<file path="config.mk">
export PLATFORM = sky130hd
export DESIGN_NAME = ipd_indexed_decoder
export DESIGN_NICKNAME = d
export VERILOG_FILES = /design/src/logic/ipd_pkg.sv /design/src/logic/ipd_indexed_decoder.sv /design/src/logic/ipd_postbyte_field.sv
export SDC_FILE = /design/constraint.sdc
export NUM_CORES = 1
export LEC_CHECK = 0
export BUFFER_PORTS_ARGS = -buffer_cell sky130_fd_sc_hd__buf_4
export CORE_MARGIN = 8
export CORE_UTILIZATION = 35
export DETAILED_ROUTE_END_ITERATION = 10
export MAX_ROUTING_LAYER = met4
export PLACE_DENSITY = 0.58
export SETUP_SLACK_MARGIN = 0.05
export SLEW_MARGIN = 20
export SYNTH_ARGS = -nofsm -noshare
export SYNTH_HDL_FRONTEND = slang
export SYNTH_HIERARCHICAL = 1
export SYNTH_SLANG_ARGS = --single-unit
</file>
<file path="constraint.sdc">
create_clock -name I_CLOCK -period 11 [get_ports I_CLOCK]
set_clock_uncertainty 0.05 [all_clocks]
set_input_delay 1.1 -clock I_CLOCK [delete_from_list [all_inputs] [get_ports I_CLOCK]]
set_output_delay 1.1 -clock I_CLOCK [all_outputs]
set_load 0.02 [all_outputs]
</file>
<file path="src/logic/ipd_pkg.sv">
// Package for the indexed postbyte decoder: encodings, modes and states
`default_nettype none
package ipd_pkg;
    // -----------------------------------------------------------------
    // Byte values and field positions
    // -----------------------------------------------------------------
    localparam logic [7:0] PAGE2_PREFIX    = 8'h18;
    localparam int         SEL_MSB         = 7;
    localparam int         SEL_LSB         = 6;
    localparam int         SEL_ALT_MSB     = 4;
    localparam int         SEL_ALT_LSB     = 3;
    localparam int         CLASS_BIT       = 5;
    localparam int         AUTO_P_BIT      = 4;
    localparam logic [2:0] LONG_TAG        = 3'h7;
    localparam logic [1:0] ACC_A           = 2'h0;
    localparam logic [1:0] ACC_B           = 2'h1;
    localparam logic [1:0] ACC_D           = 2'h2;
    localparam logic [1:0] ACC_D_IND       = 2'h3;
    localparam logic [1:0] REG_X           = 2'h0;
    localparam logic [1:0] REG_Y           = 2'h1;
    localparam logic [1:0] REG_STACK       = 2'h2;
    localparam logic [1:0] REG_PROG        = 2'h3;
    localparam logic [15:0] ZERO16         = 16'h0000;
    localparam logic [15:0] ONES16         = 16'hffff;

    // -----------------------------------------------------------------
    // Addressing modes and fetch states
    // -----------------------------------------------------------------
    typedef enum logic [3:0] {
        MODE_OFS5,
        MODE_OFS9,
        MODE_OFS16,
        MODE_OFS16_IND,
        MODE_PRE_MOD,
        MODE_POST_MOD,
        MODE_ACC_A,
        MODE_ACC_B,
        MODE_ACC_D,
        MODE_ACC_D_IND
    } ipd_mode_t;

    typedef enum logic [2:0] {
        ST_OPCODE,
        ST_POSTBYTE,
        ST_EXT_HI,
        ST_EXT_LO,
        ST_RESOLVE
    } ipd_state_t;
endpackage : ipd_pkg
`default_nettype wire

</file>
<file path="src/logic/ipd_indexed_decoder.sv">
// Indexed postbyte decoder with page-two prefix and address generation
// What this block does
// - One postbyte, then zero to two extensions
// - rr0nnnnn: signed 5-bit offset, no extension
// - 111rr0zs: 9-bit (sign in s) or 16-bit
// - 111rr011 is 16-bit offset indirect
// - rr1pnnnn: pre/post modify by 1..8
// - Auto modify base only X, Y, stack pointer
// - 111rr1aa: unsigned A, B or D offset
// - 111rr111: D offset indexed indirect
// - Prefix 18 selects second opcode page
// - Postbyte and extension bytes carry operand info
// - Address is base plus offset
// - 9-bit takes one byte, 16-bit two
// - Indirect: address holds operand pointer
`default_nettype none
module ipd_indexed_decoder (
    input  wire logic        I_CLOCK,
    input  wire logic        I_RST_N,
    input  wire logic        i_byte_valid,
    input  wire logic [7:0]  i_byte,
    input  wire logic        i_opcode_indexed,
    input  wire logic [15:0] i_reg_x,
    input  wire logic [15:0] i_reg_y,
    input  wire logic [15:0] i_stack_pointer,
    input  wire logic [15:0] i_program_counter,
    input  wire logic [7:0]  i_acc_a,
    input  wire logic [7:0]  i_acc_b,
    output var  logic        O_OPCODE_VALID,
    output var  logic [7:0]  O_OPCODE,
    output var  logic        O_PAGE2,
    output var  logic        O_DONE,
    output var  logic [15:0] O_EFF_ADDR,
    output var  logic        O_INDIRECT,
    output var  logic        O_WB_EN,
    output var  logic [1:0]  O_WB_SEL,
    output var  logic [15:0] O_WB_VALUE,
    output var  logic        O_ILLEGAL,
    output var  logic [3:0]  O_MODE
);
    // -----------------------------------------------------------------
    // State
    // -----------------------------------------------------------------
    ipd_pkg::ipd_state_t state_q, state_d;
    logic        page2_q;
    logic [7:0]  postbyte_q;
    logic [7:0]  ext_hi_q;
    logic [7:0]  ext_lo_q;

    ipd_pkg::ipd_mode_t mode;
    logic [1:0]  base_register_select;
    logic [1:0]  ext_count;
    logic        illegal;
    logic [15:0] const_offset;

    ipd_postbyte_field u_field (
        .i_postbyte             (postbyte_q),
        .o_mode                 (mode),
        .o_base_register_select (base_register_select),
        .o_ext_count            (ext_count),
        .o_illegal              (illegal),
        .o_const_offset         (const_offset)
    );

    // -----------------------------------------------------------------
    // Byte stream sequencing
    // -----------------------------------------------------------------
    wire logic is_prefix = (i_byte == ipd_pkg::PAGE2_PREFIX);

    always_comb begin
        state_d = state_q;
        case (state_q)
            ipd_pkg::ST_OPCODE: begin
                if (i_byte_valid && !is_prefix && i_opcode_indexed) begin
                    state_d = ipd_pkg::ST_POSTBYTE;
                end
            end
            ipd_pkg::ST_POSTBYTE: begin
                if (i_byte_valid) begin
                    state_d = ipd_pkg::ST_RESOLVE;
                end
            end
            ipd_pkg::ST_RESOLVE: begin
                // Postbyte fields are registered now, so extension count is known
                if (ext_count == 2'h2) begin
                    state_d = ipd_pkg::ST_EXT_HI;
                end else if (ext_count == 2'h1) begin
                    state_d = ipd_pkg::ST_EXT_LO;
                end else begin
                    state_d = ipd_pkg::ST_OPCODE;
                end
            end
            ipd_pkg::ST_EXT_HI: begin
                if (i_byte_valid) begin
                    state_d = ipd_pkg::ST_EXT_LO;
                end
            end
            ipd_pkg::ST_EXT_LO: begin
                if (i_byte_valid) begin
                    state_d = ipd_pkg::ST_OPCODE;
                end
            end
            default: state_d = ipd_pkg::ST_OPCODE;
        endcase
    end

    wire logic take_opcode = (state_q == ipd_pkg::ST_OPCODE) && i_byte_valid;
    wire logic finish_now  = ((state_q == ipd_pkg::ST_RESOLVE) && (ext_count == 2'h0))
                          || ((state_q == ipd_pkg::ST_EXT_LO) && i_byte_valid);

    // -----------------------------------------------------------------
    // Offset and address generation
    // -----------------------------------------------------------------
    wire logic [15:0] base_value =
        (base_register_select == ipd_pkg::REG_X)  ? i_reg_x :
        (base_register_select == ipd_pkg::REG_Y)  ? i_reg_y :
        (base_register_select == ipd_pkg::REG_STACK) ? i_stack_pointer :
                                                    i_program_counter;
    wire logic [15:0] acc_d = {i_acc_a, i_acc_b};
    // Low extension byte is the live byte in the final cycle
    wire logic [7:0]  ext_lo_now = (state_q == ipd_pkg::ST_EXT_LO) ? i_byte : ext_lo_q;
    wire logic [15:0] offset =
        (mode == ipd_pkg::MODE_OFS9)  ? {const_offset[15:8], ext_lo_now} :
        (mode == ipd_pkg::MODE_OFS16 || mode == ipd_pkg::MODE_OFS16_IND)
                                      ? {ext_hi_q, ext_lo_now} :
        (mode == ipd_pkg::MODE_ACC_A) ? {8'h00, i_acc_a} :
        (mode == ipd_pkg::MODE_ACC_B) ? {8'h00, i_acc_b} :
        (mode == ipd_pkg::MODE_ACC_D || mode == ipd_pkg::MODE_ACC_D_IND)
                                      ? acc_d :
        (mode == ipd_pkg::MODE_POST_MOD) ? ipd_pkg::ZERO16 :
                                        const_offset;
    wire logic [15:0] sum_addr   = base_value + offset;
    wire logic [15:0] modified   = base_value + const_offset;
    // Post form addresses with the old value, pre form with the new one
    wire logic [15:0] eff_addr   = sum_addr;
    wire logic        is_auto    = (mode == ipd_pkg::MODE_PRE_MOD)
                                || (mode == ipd_pkg::MODE_POST_MOD);
    wire logic        is_indir   = (mode == ipd_pkg::MODE_OFS16_IND)
                                || (mode == ipd_pkg::MODE_ACC_D_IND);

    // -----------------------------------------------------------------
    // Registers
    // -----------------------------------------------------------------
    always_ff @(posedge I_CLOCK or negedge I_RST_N) begin
        if (!I_RST_N) begin
            state_q <= ipd_pkg::ST_OPCODE;
        end else begin
            state_q <= state_d;
        end
    end

    always_ff @(posedge I_CLOCK or negedge I_RST_N) begin
        if (!I_RST_N) begin
            page2_q        <= 1'b0;
            O_OPCODE_VALID <= 1'b0;
            O_OPCODE       <= 8'h00;
            O_PAGE2        <= 1'b0;
        end else begin
            O_OPCODE_VALID <= take_opcode && !is_prefix;
            if (take_opcode && is_prefix) begin
                page2_q <= 1'b1;
            end else if (take_opcode) begin
                page2_q  <= 1'b0;
                O_PAGE2  <= page2_q;
                O_OPCODE <= i_byte;
            end
        end
    end

    always_ff @(posedge I_CLOCK or negedge I_RST_N) begin
        if (!I_RST_N) begin
            postbyte_q <= 8'h00;
            ext_hi_q   <= 8'h00;
            ext_lo_q   <= 8'h00;
        end else begin
            if (state_q == ipd_pkg::ST_POSTBYTE && i_byte_valid) begin
                postbyte_q <= i_byte;
                ext_lo_q   <= 8'h00;
            end
            if (state_q == ipd_pkg::ST_EXT_HI && i_byte_valid) begin
                ext_hi_q <= i_byte;
            end
            if (state_q == ipd_pkg::ST_EXT_LO && i_byte_valid) begin
                ext_lo_q <= i_byte;
            end
        end
    end

    always_ff @(posedge I_CLOCK or negedge I_RST_N) begin
        if (!I_RST_N) begin
            O_DONE     <= 1'b0;
            O_EFF_ADDR <= 16'h0000;
            O_INDIRECT <= 1'b0;
            O_WB_EN    <= 1'b0;
            O_WB_SEL   <= 2'h0;
            O_WB_VALUE <= 16'h0000;
            O_ILLEGAL  <= 1'b0;
            O_MODE     <= 4'h0;
        end else begin
            O_DONE  <= finish_now;
            O_WB_EN <= finish_now && is_auto && !illegal;
            if (finish_now) begin
                O_EFF_ADDR <= eff_addr;
                O_INDIRECT <= is_indir;
                O_WB_SEL   <= base_register_select;
                O_WB_VALUE <= modified;
                O_ILLEGAL  <= illegal;
                O_MODE     <= mode;
            end
        end
    end
endmodule : ipd_indexed_decoder
`default_nettype wire

</file>
<file path="src/logic/ipd_postbyte_field.sv">
// Combinational field decoder for one indexed postbyte
`default_nettype none
module ipd_postbyte_field (
    input  wire logic [7:0]  i_postbyte,
    output var  ipd_pkg::ipd_mode_t o_mode,
    output var  logic [1:0]  o_base_register_select,
    output var  logic [1:0]  o_ext_count,
    output var  logic        o_illegal,
    output var  logic [15:0] o_const_offset
);
    // -----------------------------------------------------------------
    // Field extraction
    // -----------------------------------------------------------------
    wire logic       long_form = (i_postbyte[7:5] == ipd_pkg::LONG_TAG);
    wire logic       acc_form  = i_postbyte[2];
    wire logic [1:0] acc_sel   = i_postbyte[1:0];
    wire logic [1:0] sel_short = i_postbyte[ipd_pkg::SEL_MSB:ipd_pkg::SEL_LSB];
    wire logic [1:0] sel_long  = i_postbyte[ipd_pkg::SEL_ALT_MSB:ipd_pkg::SEL_ALT_LSB];
    // Long tag wins, so a program counter base can never reach auto modify
    wire logic       auto_form = !long_form && i_postbyte[ipd_pkg::CLASS_BIT];
    // Step: n 0..7 means +1..+8, 8..15 means -8..-1
    wire logic [3:0] step_n    = i_postbyte[3:0];
    wire logic [15:0] step_val = step_n[3] ? {{12{1'b1}}, step_n}
                                           : {12'h000, step_n + 4'h1};

    always_comb begin
        o_base_register_select = long_form ? sel_long : sel_short;
        o_ext_count    = 2'h0;
        o_illegal      = 1'b0;
        o_const_offset = ipd_pkg::ZERO16;
        o_mode         = ipd_pkg::MODE_OFS5;
        if (!long_form && !i_postbyte[ipd_pkg::CLASS_BIT]) begin
            o_mode         = ipd_pkg::MODE_OFS5;
            o_const_offset = {{11{i_postbyte[4]}}, i_postbyte[4:0]};
        end else if (auto_form) begin
            o_mode = i_postbyte[ipd_pkg::AUTO_P_BIT] ? ipd_pkg::MODE_POST_MOD
                                                     : ipd_pkg::MODE_PRE_MOD;
            o_const_offset = step_val;
            o_illegal      = (sel_short == ipd_pkg::REG_PROG);
        end else if (!acc_form) begin
            if (i_postbyte[1:0] == 2'h3) begin
                o_mode      = ipd_pkg::MODE_OFS16_IND;
                o_ext_count = 2'h2;
            end else if (i_postbyte[1]) begin
                o_mode      = ipd_pkg::MODE_OFS16;
                o_ext_count = 2'h2;
            end else begin
                o_mode         = ipd_pkg::MODE_OFS9;
                o_ext_count    = 2'h1;
                o_const_offset = {{8{i_postbyte[0]}}, 8'h00};
            end
        end else begin
            case (acc_sel)
                ipd_pkg::ACC_A:     o_mode = ipd_pkg::MODE_ACC_A;
                ipd_pkg::ACC_B:     o_mode = ipd_pkg::MODE_ACC_B;
                ipd_pkg::ACC_D:     o_mode = ipd_pkg::MODE_ACC_D;
                default:            o_mode = ipd_pkg::MODE_ACC_D_IND;
            endcase
        end
    end
endmodule : ipd_postbyte_field
`default_nettype wire

</file>
# After elaboration in Yosys (flattened, before gate mapping)
# Index checks and enable logic that the tools add are counted.
# op_classes
add_sub_neg	3
eq_ne	27
muxes	42
bitwise	1
reduce_logical	30
# op_table
cell	count
16-bit two-way mux	15
16-bit adder	2
8-bit two-way mux	3
2-bit two-way mux	9
4-bit by 3-bit equality test with 1-bit output (second input constant)	4
4-bit two-way mux	4
3-bit one-hot mux with 5 select lines	1
1-bit logical AND	13
3-bit two-way mux	4
4-bit one-hot mux with 3 select lines	1
2-bit equality test (second input constant)	5
4-bit by 2-bit equality test with 1-bit output (second input constant)	2
4-bit equality test (second input constant)	2
8-bit by 5-bit equality test with 1-bit output (second input constant)	1
2-bit inequality test (second input constant)	4
2-bit by 1-bit equality test with 1-bit output (second input constant)	3
3-bit by 2-bit equality test with 1-bit output (second input constant)	2
3-bit equality test (second input constant)	2
2-bit logical NOT	3
1-bit logical OR	5
1-bit two-way mux	5
4-bit by 1-bit adder with 4-bit output (second input constant)	1
4-bit by 1-bit equality test with 1-bit output (second input constant)	1
1-bit logical NOT	4
other kinds (6)	7
# totals
regBits	80
in_bits	92
output_inout_bits	52
elab_cells	119

# Depth between registers and ports, before layout
# Gate-level depths: netlist of the first run.
# logic_depth
ltp_word	13
ltp_mapped	22
ltp_nobuf	20

# Modules after synthesis
# Netlist of the first run, hierarchy kept.
# by_module_without_submodules
module	n_inst	cells_each	area_each_um2
ipd_indexed_decoder	1	573	5501.5
ipd_postbyte_field	1	55	400.4

# Least setup slack after synthesis of the first run
# Ideal clock, no wire load.
# synth_timing
path_type	reg-to-reg
start	reg postbyte_q[1]
end	reg O_EFF_ADDR[15]
setup_ns	0.123
t_arrival_ns	4.030
slack_ns	6.798
stages_incl_launch_ff	20
n_path_buf	2
period_less_slack_ns	4.202
path_cell_list	dfrtp_1 inv_1 ha_1 o31ai_1 o21ai_0 and3b_1 clkbuf_1 a22o_1 a222oi_1 nor2_1 a211oi_1 a21oi_1 ha_1 a211oi_4 o21ai_2 and4_1 or3_1 buf_2 a2111o_1 o221a_2
# synth_between
elab_chain_cells	13
word_cells_on_any_way	42
classes_between	add/sub: 2; eq/ne: 11; mux: 23; reduce/logical: 6
# synth_rtl
element	line	rtl
start: declaration	ipd_indexed_decoder.sv:46	logic [7:0] postbyte_q;
start signal: assignment	ipd_indexed_decoder.sv:177	postbyte_q <= i_byte;
2-bit equality test (tied with other cells)	ipd_postbyte_field.sv:53	case (acc_sel)
4-bit one-hot mux with 3 select lines or 4-bit two-way mux (tied branches)	ipd_postbyte_field.sv:53, ipd_postbyte_field.sv:41	
4-bit two-way mux *	ipd_postbyte_field.sv:40	end else if (!acc_form) begin
4-bit two-way mux *	ipd_postbyte_field.sv:35	end else if (auto_form) begin
4-bit two-way mux *	ipd_postbyte_field.sv:32	if (!long_form && !i_postbyte[ipd_pkg::CLASS_BIT]) begin
named net mode[0]	ipd_indexed_decoder.sv:50	ipd_pkg::ipd_mode_t mode;
4-bit by 3-bit equality test with 1-bit output or 4-bit equality test (tied branches)	ipd_indexed_decoder.sv:130, ipd_indexed_decoder.sv:128	
16-bit two-way mux or 1-bit logical OR (tied branches)	ipd_indexed_decoder.sv:130, ipd_indexed_decoder.sv:128	
16-bit two-way mux	ipd_indexed_decoder.sv:129	? acc_d :
16-bit two-way mux	ipd_indexed_decoder.sv:127	(mode == ipd_pkg::MODE_ACC_B) ? {8'h00, i_acc_b} :
16-bit two-way mux	ipd_indexed_decoder.sv:126	(mode == ipd_pkg::MODE_ACC_A) ? {8'h00, i_acc_a} :
16-bit two-way mux	ipd_indexed_decoder.sv:125	? {ext_hi_q, ext_lo_now} :
16-bit two-way mux *	ipd_indexed_decoder.sv:123	(mode == ipd_pkg::MODE_OFS9) ? {const_offset[15:8], ext_lo_now} :
16-bit adder *	ipd_indexed_decoder.sv:132	wire logic [15:0] sum_addr = base_value + offset;
end signal: assignment	ipd_indexed_decoder.sv:203	O_EFF_ADDR <= eff_addr;
end: declaration	ipd_indexed_decoder.sv:33	output var logic [15:0] O_EFF_ADDR,
# The timed path passes the listed nets; every way through them passes the cells marked *.
# A chain may end at the register's enable or synchronous reset.

# Final worst setup path of the first run
# layout_timing
start	reg postbyte_q[5]
end	reg O_EFF_ADDR[14]
# layout_between
elab_chain_cells	13
word_cells_on_any_way	38
classes_between	add/sub: 1; eq/ne: 11; mux: 16; reduce/logical: 10
# layout_rtl
element	line	rtl
3-bit equality test	ipd_postbyte_field.sv:14	wire logic long_form = (i_postbyte[7:5] == ipd_pkg::LONG_TAG);
1-bit logical NOT	ipd_postbyte_field.sv:20, ipd_postbyte_field.sv:32	
1-bit logical AND	ipd_postbyte_field.sv:20	wire logic auto_form = !long_form && i_postbyte[ipd_pkg::CLASS_BIT];
4-bit two-way mux	ipd_postbyte_field.sv:35	
4-bit two-way mux *	ipd_postbyte_field.sv:32	
named net mode[3]	ipd_indexed_decoder.sv:50	
4-bit by 3-bit equality test with 1-bit output or 4-bit equality test (tied branches)	ipd_indexed_decoder.sv:130, ipd_indexed_decoder.sv:128	
16-bit two-way mux or 1-bit logical OR (tied branches)	ipd_indexed_decoder.sv:130, ipd_indexed_decoder.sv:128	
16-bit two-way mux	ipd_indexed_decoder.sv:129	
16-bit two-way mux	ipd_indexed_decoder.sv:127	
16-bit two-way mux	ipd_indexed_decoder.sv:126	
16-bit two-way mux	ipd_indexed_decoder.sv:125	
16-bit two-way mux *	ipd_indexed_decoder.sv:123	
16-bit adder *	ipd_indexed_decoder.sv:132	
# Marked as above.

==> flow_summary_export.csv, run 1 <==
group,metric,value,unit
status,status,"completed",
floorplan,die_area,21300,sq um
setup_path,crit_chain,"and3_4 > and2_1 > and3b_1 > a22o_1 > a222oi_1 > nor2_1 > a211oi_1 > a21oi_1 > ha_1 > inv_1 > fa_1 > nor2b_1 > o31ai_1 > a21boi_1 > o21a_1 > o31a_1 > o31ai_1",
setup_path,endpoint_kind,"register",
setup_path,rrSetupSlack,6.03,ns
logic_synthesis,yosysSeqAreaShare,33.9,%
worst_hold_path,min_from,"O_MODE[0]$_DFFE_PN0N_",
setup_path,critical-path-max-stage-delay,0.73,ns
routing,firstDrtPassIters,7,
cts,root_buffer,"clkbuf_16",
final_layout,drive_above_1_share,27.4,%
cts,cts_hold_buffers,0,
logic_synthesis,synth_top_area_cell,"dfrtp_1",
cts,cts_max_level,3,
timing,fin_ws,6.03,ns
routing,ant_nets,0,
setup_path,crit_slowest_cell,"and2_1",
routing,wirelength,19.1,mm
setup_path,path_common_cell,"o31ai_1",
routing,wire_per_inst,19.7,um
routing,dr_total_vias,5456,
setup_path,r2r-end,"O_EFF_ADDR[14]$_DFFE_PN0N_",
floorplan,rows,47,
timing,finalMaxSlewViolations,0,
cts,cts_tree,"yes",
worst_hold_path,worstHoldPathCells,2,
setup_path,r2r-start,"postbyte_q[5]$_DFFE_PN0P_",
cts,cts.sinks,80,
logic_synthesis,synth_top_area_share,33.9,%
timing,setup_violations,0,
floorplan,initial_utilization,35.7,%
final_layout,antenna_cells,0,
timing,fmax,0.201,GHz
timing,hold_violations,0,
global_routing,grt_pass1_wl,29.8,mm
cts,cts-resized-gates,0,
floorplan,die-width,146,um
worst_hold_path,hold_end,"O_MODE[0]$_DFFE_PN0N_",
global_routing,grt_max_degree,81,
setup_path,rr_worst_depth,17,
global_routing,grt_util_all_layers,18.0,%
logic_synthesis,yosys-top-cells-area,"dfrtp_1, ha_1, mux4_2, nand2_1, a21oi_1",
logic_synthesis,synthTopCellsByCount,"nand2_1, dfrtp_1, nor2_1",
cts,clockBufferDepth,2,
cts,clock_latency,0.35,ns
logic_synthesis,syn_inst,628,
logic_synthesis,synth.most_common_cell,"nand2_1",
setup_path,critPathKind,"register to register",
timing,period_share,45.2,%
timing,maxSlewHeadroom,30.2,%
global_routing,first_global_vias,5490,
logic_synthesis,ys_warn_count,6,
setup_path,critPathRequiredTime,11.21,ns
timing,rsz0062_at_grt,"false",
timing,min_period,4.97,ns
setup_path,cp-startpoint,"postbyte_q[5]$_DFFE_PN0P_",
logic_synthesis,synth_edf_count,0,
routing,drc_errors,0,
placement,port_buffers,143,
global_routing,antenna_found_initial,0,
logic_synthesis,synth-async-reset-ratio,100,%
global_routing,grt_remaining_overflow,0,
worst_hold_path,hold_path.class,"register to register",
logic_synthesis,postSynthAreaPerCell,9.40,sq um
cts,path_clk_slew,0.07,ns
floorplan,coreArea,16500,sq um
logic_synthesis,syn_nets,761,
timing,hold_ws,0.425,ns
floorplan,io_pins,144,
final_layout,fin_nets,877,
logic_synthesis,synthDistinctLibCells,69,
logic_synthesis,syn_area,5900,sq um
cts,cts_setup_buffers,0,
placement,hpwl,14.5,mm
logic_synthesis,ys_seq_elements,80,
setup_path,path_max_fanout,25,
placement,pre_cts_ws,5.94,ns
routing,avgViaCountPerCell,5.63,
timing,tightest_slew,1.05,ns
setup_path,start_kind,"register",
final_layout,area.growth.synth_to_final,24.9,%
cts,cts_buffers,9,
setup_path,cp.arrival,5.18,ns
routing,drt_iter0_drc,507,
logic_synthesis,synth_ff_type,"dfrtp_1",
timing,tns,0,ns
placement,gp_congestion,0.933,
final_layout,nFillCells,1638,
floorplan,die_h,146,um
job,drv_cap,0,
==> layout make-up <==
class | instances | area [sq um] | share of cell area [%]
tap | 220 | 275 | 3.73
timing repair buffer | 145 | 1090 | 14.8
multi-input combinational | 483 | 3620 | 49.1
inverter | 25 | 93.8 | 1.27
sequential | 80 | 2000 | 27.2
clock inverter | 6 | 47.5 | 0.645
clock buffer | 10 | 239 | 3.24
==> metrics by stage <==
stage | cells | area [sq um] | util (%)
final | 969 | 7370 | 44.6
after global routing | 969 | 7370 | 44.6
after CTS | 969 | 7360 | 44.5
after detailed placement | 953 | 7070 | 42.8
after global placement | 953 | 7070 | 42.8
after floorplan | 628 | 5900 | -
==> cells by family after synthesis <==
family                   synth area share, %
buffers and inverters                   5.26
flip-flops                              33.9
AND/OR/NAND/NOR                         15.0
other                                 0.0635
adder cells (fa/ha/maj)                 8.95
XOR/XNOR                                2.52
multiplexers                            12.2
AO/OA/AOI/OAI                           22.1
==> layer usage <==
layer | track usage [%] | vias to the layer above | wire (um)
met5 | - | - | 0
met4 | 5.88 | 0 | 395
met3 | 3.17 | 33 | 990
met2 | 29.3 | 206 | 9200
met1 | 22.1 | 2665 | 8470
li1 | - | 2552 | -
==> worst max-delay path, delay by kind of cell, from the launching register on <==
kind	cells	cell delay [ns]
AO/OA/AOI/OAI	9	2.11
adder cells (fa/ha/maj)	2	0.52
buffers and inverters	1	0.09
flip-flops	1	0.52
AND/OR/NAND/NOR	5	1.56
==> layout by cell type (no fill, tap or decap), types with 9 or more instances in the layout <==
master | synthesis | final
buf_4 | 11 | 144
nand2_1 | 81 | 81
dfrtp_1 | 80 | 80
nor2_1 | 45 | 45
a21oi_1 | 43 | 43
ha_1 | 39 | 39
o21ai_0 | 22 | 22
inv_1 | 21 | 21
o21ai_1 | 19 | 19
a22o_1 | 17 | 17
a211oi_1 | 16 | 16
mux4_2 | 16 | 16
mux2_1 | 15 | 15
a222oi_1 | 14 | 14
a21o_1 | 13 | 13
nand3_1 | 12 | 12
mux2i_1 | 10 | 10
xnor2_1 | 9 | 9
clkbuf_16 | 0 | 9
==> worst max path at each step <==
stage	slack (ns)	cells past startpoint	end
after floorplan	6.80	19	O_EFF_ADDR[15]$_DFFE_PN0N_
after global placement	6.12	14	O_EFF_ADDR[15]$_DFFE_PN0N_
after global routing	5.60	17	O_EFF_ADDR[14]$_DFFE_PN0N_
after CTS	5.95	14	O_EFF_ADDR[15]$_DFFE_PN0N_
final	6.03	17	O_EFF_ADDR[14]$_DFFE_PN0N_
after detailed placement	5.94	14	O_EFF_ADDR[15]$_DFFE_PN0N_
==> registers in the layout, summed over array words and instances, names as in the netlist, 2 cells and up <==
| name | flops |
|---|---|
| O_EFF_ADDR | 16 |
| O_MODE | 4 |
| O_OPCODE | 8 |
| O_WB_SEL | 2 |
| O_WB_VALUE | 16 |
| ext_hi_q | 8 |
| ext_lo_q | 8 |
| postbyte_q | 8 |
| state_q | 3 |
Power of run 1 is left out: the tool's default activity adds up to more than one toggle a clock period on the data nets, which glitch-free logic cannot reach.
==> run 2: changes to the inputs <==
==> constraint.sdc (replaced) <==
create_clock -name I_CLOCK -period 5.15 [get_ports I_CLOCK]
set_clock_uncertainty 0.05 [all_clocks]
set_input_delay 0.515 -clock I_CLOCK [delete_from_list [all_inputs] [get_ports I_CLOCK]]
set_output_delay 0.515 -clock I_CLOCK [all_outputs]
set_load 0.02 [all_outputs]
==> run 2 against run 1 <==
Effect of this change:
- final cell count increased by 0.72%
- global-route usage is essentially flat
- clock-buffer cell count did not move
- register-to-register slack got worse by 5.5 ns
- flip-flop and latch count is the same
- critical endpoint is now O_EFF_ADDR[15]$_DFFE_PN0N_
- largest cell class unchanged
==> flow_summary_export.csv, run 2 (synthesis gave the netlist of run 1 again) <==
group,metric,value,unit
placement,port_buffers,143,
timing,setup_violations,0,
global_routing,grt_max_degree,81,
setup_path,rrSetupSlack,0.54,ns
final_layout,multi_input_area,3610,sq um
routing,drt_iter0_drc,495,
final_layout,fin_nets,884,
final_layout,final_common_cell,"buf_4",
cts,clockBufferDepth,2,
cts,cts_setup_buffers,0,
cts,cts.sinks,80,
cts,cts_max_level,3,
cts,clock_latency,0.35,ns
setup_path,r2r-end,"O_EFF_ADDR[15]$_DFFE_PN0N_",
setup_path,cp.arrival,4.80,ns
timing,finalMaxSlewViolations,0,
setup_path,r2r-start,"postbyte_q[1]$_DFFE_PN0P_",
cts,cts-resized-gates,0,
timing,tns,0,ns
cts,cts_tree,"yes",
worst_hold_path,hold_path.class,"input port to asynchronous set/reset pin",
global_routing,grt_pass1_wl,29.7,mm
final_layout,final_util,44.9,%
routing,ant_nets,0,
timing,hold_ws,0.133,ns
setup_path,path_max_fanout,18,
timing,fmax,0.217,GHz
placement,gp_congestion,0.901,
cts,root_buffer,"clkbuf_16",
timing,period_share,89.5,%
floorplan,initial_utilization,35.7,%
final_layout,area.growth.synth_to_final,25.7,%
routing,dr_total_vias,5412,
global_routing,grt_remaining_overflow,0,
setup_path,start_kind,"register",
global_routing,first_global_vias,5543,
final_layout,antenna_cells,0,
routing,firstDrtPassIters,7,
final_layout,nFillCells,1612,
setup_path,endpoint_kind,"register",
floorplan,die-width,146,um
floorplan,die_area,21300,sq um
timing,tightest_slew,0.777,ns
final_layout,top_regs,"O_EFF_ADDR x16, O_WB_VALUE x16",
routing,drc_errors,0,
setup_path,critPathKind,"register to register",
timing,hold_violations,0,
floorplan,io_pins,144,
placement,hpwl,14.6,mm
job,drv_cap,0,
timing,min_period,4.61,ns
status,status,"completed",
routing,avgViaCountPerCell,5.55,
final_layout,drive_above_1_share,28.0,%
cts,cts_buffers,9,
routing,wire_per_inst,19.2,um
floorplan,die_h,146,um
timing,maxSlewHeadroom,48.2,%
final_layout,layout_common_cells,"buf_4, nand2_1, dfrtp_1, nor2_1, a21oi_1",
setup_path,rr_worst_depth,14,
floorplan,coreArea,16500,sq um
global_routing,antenna_found_initial,0,
final_layout,seqCellArea,2000,sq um
cts,cts_hold_buffers,0,
timing,rsz0062_at_grt,"false",
cts,path_clk_slew,0.07,ns
floorplan,rows,47,
setup_path,critPathRequiredTime,5.34,ns
routing,wirelength,18.8,mm
global_routing,grt_util_all_layers,17.9,%
run 2: changes by cell type in the layout (fill, tap and decap cells not counted):
cell	previous run	this run
nor4bb_4	1	0
nor4bb_2	0	1
o21ai_0	22	21
inv_6	3	2
clkinvlp_4	0	2
buf_4	144	151
clkinv_2	2	1
o21ai_1	19	20
run 2: worst max-delay path by stage:
stage,start,end,slack [ns],depth (start not counted)
floorplan,postbyte_q[1]$_DFFE_PN0P_,O_EFF_ADDR[15]$_DFFE_PN0N_,0.95,19
global placement,postbyte_q[0]$_DFFE_PN0P_,O_EFF_ADDR[15]$_DFFE_PN0N_,0.67,17
detailed placement,postbyte_q[0]$_DFFE_PN0P_,O_EFF_ADDR[15]$_DFFE_PN0N_,0.45,17
CTS,postbyte_q[0]$_DFFE_PN0P_,O_EFF_ADDR[15]$_DFFE_PN0N_,0.44,17
global route,postbyte_q[1]$_DFFE_PN0P_,O_EFF_ADDR[15]$_DFFE_PN0N_,0.26,17
finish,postbyte_q[1]$_DFFE_PN0P_,O_EFF_ADDR[15]$_DFFE_PN0N_,0.54,14
run 2: metrics by stage:
step / instances / instance area, sq um / setup slack [ns]
2_1_floorplan: 628 / 5900 / 0.948
3_3_place_gp: 960 / 7130 / 0.673
3_5_place_dp: 960 / 7130 / 0.449
4_1_cts: 976 / 7410 / 0.444
5_1_grt: 976 / 7420 / 0.260
6_report: 976 / 7420 / 0.539
run 2: worst max-delay path: stages (launching register included):
cell      delay (ns)
dfrtp_1         0.47
inv_1           0.13
ha_1            0.30
and2_1          0.54
nor4bb_2        0.59
buf_4           0.29
nor2_1          0.06
a211oi_1        0.23
a21oi_1         0.10
ha_1            0.41
and4_1          0.24
and4_1          0.16
or3_1           0.41
a2111o_1        0.39
o221a_2         0.12
run 2: cell type report:
type	count	share of cell area (%)
Multi-Input combinational cell	483	48.7
Sequential cell	80	27.0
Timing Repair Buffer	152	15.4
Tap cell	220	3.71
Clock buffer	10	3.22
Inverter	25	1.26
Clock inverter	6	0.658
run 2: routing by layer:
| layer | vias to the layer above | share of wire (%) | global-route usage [%] |
|---|---|---|---|
| met1 | 2635 | 46 | 22.1 |
| li1 | 2565 | - | - |
| met5 | - | 0 | - |
| met4 | 0 | 1.8 | 6.09 |
| met3 | 28 | 4.6 | 3.30 |
| met2 | 184 | 48 | 29.1 |
Power of run 2 is left out for the same reason.
==> run 3: changes to the inputs <==
--- a/config.mk
+++ b/config.mk
@@ -11,6 +11,7 @@
 export DETAILED_ROUTE_END_ITERATION = 10
 export MAX_ROUTING_LAYER = met4
 export PLACE_DENSITY = 0.58
+export RECOVER_POWER = 100
 export SETUP_SLACK_MARGIN = 0.05
 export SLEW_MARGIN = 20
 export SYNTH_ARGS = -nofsm -noshare
==> run 3 against run 2 <==
Effect of this change:
- the run now ends with max-capacitance violations, max-slew violations left
- flip-flop and latch count unchanged
- final cell count stayed put
- cell area down 2.9%
- via count barely moved
- core utilization is 1.3 points lower
- register-to-register slack lost 0.10 ns
- critical path type unchanged
==> flow_summary_export.csv, run 3 (synthesis gave the netlist of run 1 again) <==
group,metric,value,unit
global_routing,grt_pass1_wl,29.7,mm
floorplan,initial_utilization,35.7,%
routing,wirelength,18.8,mm
timing,maxSlewHeadroom,-147,%
final_layout,drive_above_1_share,20.1,%
cts,cts-resized-gates,0,
worst_hold_path,hold_path.class,"input port to register",
timing,finalMaxSlewViolations,81,
routing,ant_nets,0,
routing,drt_iter0_drc,399,
global_routing,grt_remaining_overflow,0,
cts,cts.sinks,80,
setup_path,path_max_fanout,18,
final_layout,area.growth.synth_to_final,22.1,%
timing,setup_violations,0,
timing,tightest_slew,3.70,ns
routing,firstDrtPassIters,7,
placement,gp_congestion,0.901,
final_layout,nFillCells,1663,
placement,placed_area,7130,sq um
routing,avgViaCountPerCell,5.55,
floorplan,coreArea,16500,sq um
placement,hpwl,14.6,mm
setup_path,path_common_cell,"and4_1",
job,drv_cap,1,
timing,period_share,91.5,%
placement,dp.cells,960,
global_routing,grt_util_all_layers,17.9,%
floorplan,die_area,21300,sq um
final_layout,top_regs,"O_EFF_ADDR x16, O_WB_VALUE x16",
setup_path,cp.arrival,4.90,ns
timing,rsz0062_at_grt,"false",
status,violations,"max-capacitance violations, max-slew violations",
routing,wire_per_inst,19.2,um
cts,root_buffer,"clkbuf_16",
final_layout,final_cell_count_no_fill,976,
floorplan,io_pins,144,
setup_path,endpoint_kind,"register",
cts,cts_buffers,9,
final_layout,fin_nets,884,
cts,clock_latency,0.35,ns
routing,dr_total_vias,5414,
setup_path,critPathRequiredTime,5.33,ns
setup_path,start_kind,"register",
setup_path,critical-path-max-stage-delay,0.61,ns
setup_path,critPathKind,"register to register",
global_routing,first_global_vias,5543,
setup_path,crit_slowest_cell,"and2_1",
final_layout,stdcell_area,7210,sq um
timing,tns,0,ns
global_routing,antenna_found_initial,0,
placement,port_buffers,143,
cts,cts_hold_buffers,0,
timing,fmax,0.212,GHz
final_layout,layout_common_cells,"buf_4, nand2_1, dfrtp_1, clkbuf_1, nor2_1",
cts,path_clk_slew,0.07,ns
routing,drc_errors,0,
status,status,"finished with violations",
final_layout,final_common_cell,"buf_4",
cts,cts_max_level,3,
cts,clockBufferDepth,2,
floorplan,die_h,146,um
floorplan,rows,47,
final_layout,antenna_cells,0,
cts,cts_tree,"yes",
timing,hold_violations,0,
timing,min_period,4.71,ns
setup_path,crit_chain,"and3_1 > and2_1 > nor4bb_2 > buf_4 > nor2_1 > a211oi_1 > a21oi_1 > ha_1 > and4_1 > and4_1 > or3_1 > a2111o_1 > o221a_2",
global_routing,grt_max_degree,81,
cts,cts_setup_buffers,0,
floorplan,die-width,146,um
==> run 3: changes by cell type in the layout (fill, tap and decap cells not counted), moves of 2 or more <==
cell / before / now
buf_4: 151 / 99
clkbuf_1: 0 / 52
o21ai_0: 21 / 31
o21ai_1: 20 / 10
inv_1: 21 / 24
inv_2: 4 / 1
a21boi_0: 0 / 2
==> run 3: worst max-delay path, delay by kind of cell, from the launching register on <==
family	cells	cell delay (ns)
AO/OA/AOI/OAI	4	0.84
adder cells (fa/ha/maj)	1	0.41
buffers and inverters	1	0.28
flip-flops	1	0.52
AND/OR/NAND/NOR	7	2.48
==> run 3: final cells by class <==
cell class | instances | area (sq um) | share of cell area (%)
multi-input cells | 483 | 3600 | 49.9
flip-flops and latches | 80 | 2000 | 27.8
repair buffers | 152 | 948 | 13.2
well taps | 220 | 275 | 3.82
clock buffers | 10 | 239 | 3.32
inverters | 25 | 93.8 | 1.30
clock inverters | 6 | 48.8 | 0.677
==> run 3: worst paths after layout <==
check,endpoint,slack (ns),cells past startpoint,start
hold reg to reg,O_EFF_ADDR[0]$_DFFE_PN0N_,0.42,2,O_EFF_ADDR[0]$_DFFE_PN0N_
setup / recovery,O_EFF_ADDR[15]$_DFFE_PN0N_,0.44,13,postbyte_q[5]$_DFFE_PN0P_
min in group asynchronous,O_WB_SEL[0]$_DFFE_PN0N_,1.60,1,I_RST_N
setup reg to reg,O_EFF_ADDR[15]$_DFFE_PN0N_,0.44,13,postbyte_q[5]$_DFFE_PN0P_
max in group asynchronous,O_MODE[1]$_DFFE_PN0N_,1.33,1,I_RST_N
hold / removal,O_OPCODE[4]$_DFFE_PN0P_,0.39,2,i_byte[4]
==> run 3: per-layer routing <==
metal  part of all wire (%)  GRT usage, %
met4                    1.8          6.09
met5                      0             -
met2                     48          29.1
met3                    4.9          3.30
met1                     45          22.1
==> run 3: stage by stage <==
stage               util (%)  hold WS, ns  worst slack, ns
global placement        43.1        0.407            0.673
global route            43.6        0.381            0.145
CTS                     44.9        0.343            0.444
detailed placement      43.1        0.413            0.449
finish                  43.6        0.388            0.437
floorplan                  -        0.169            0.948
Power of run 3 is left out for the same reason.
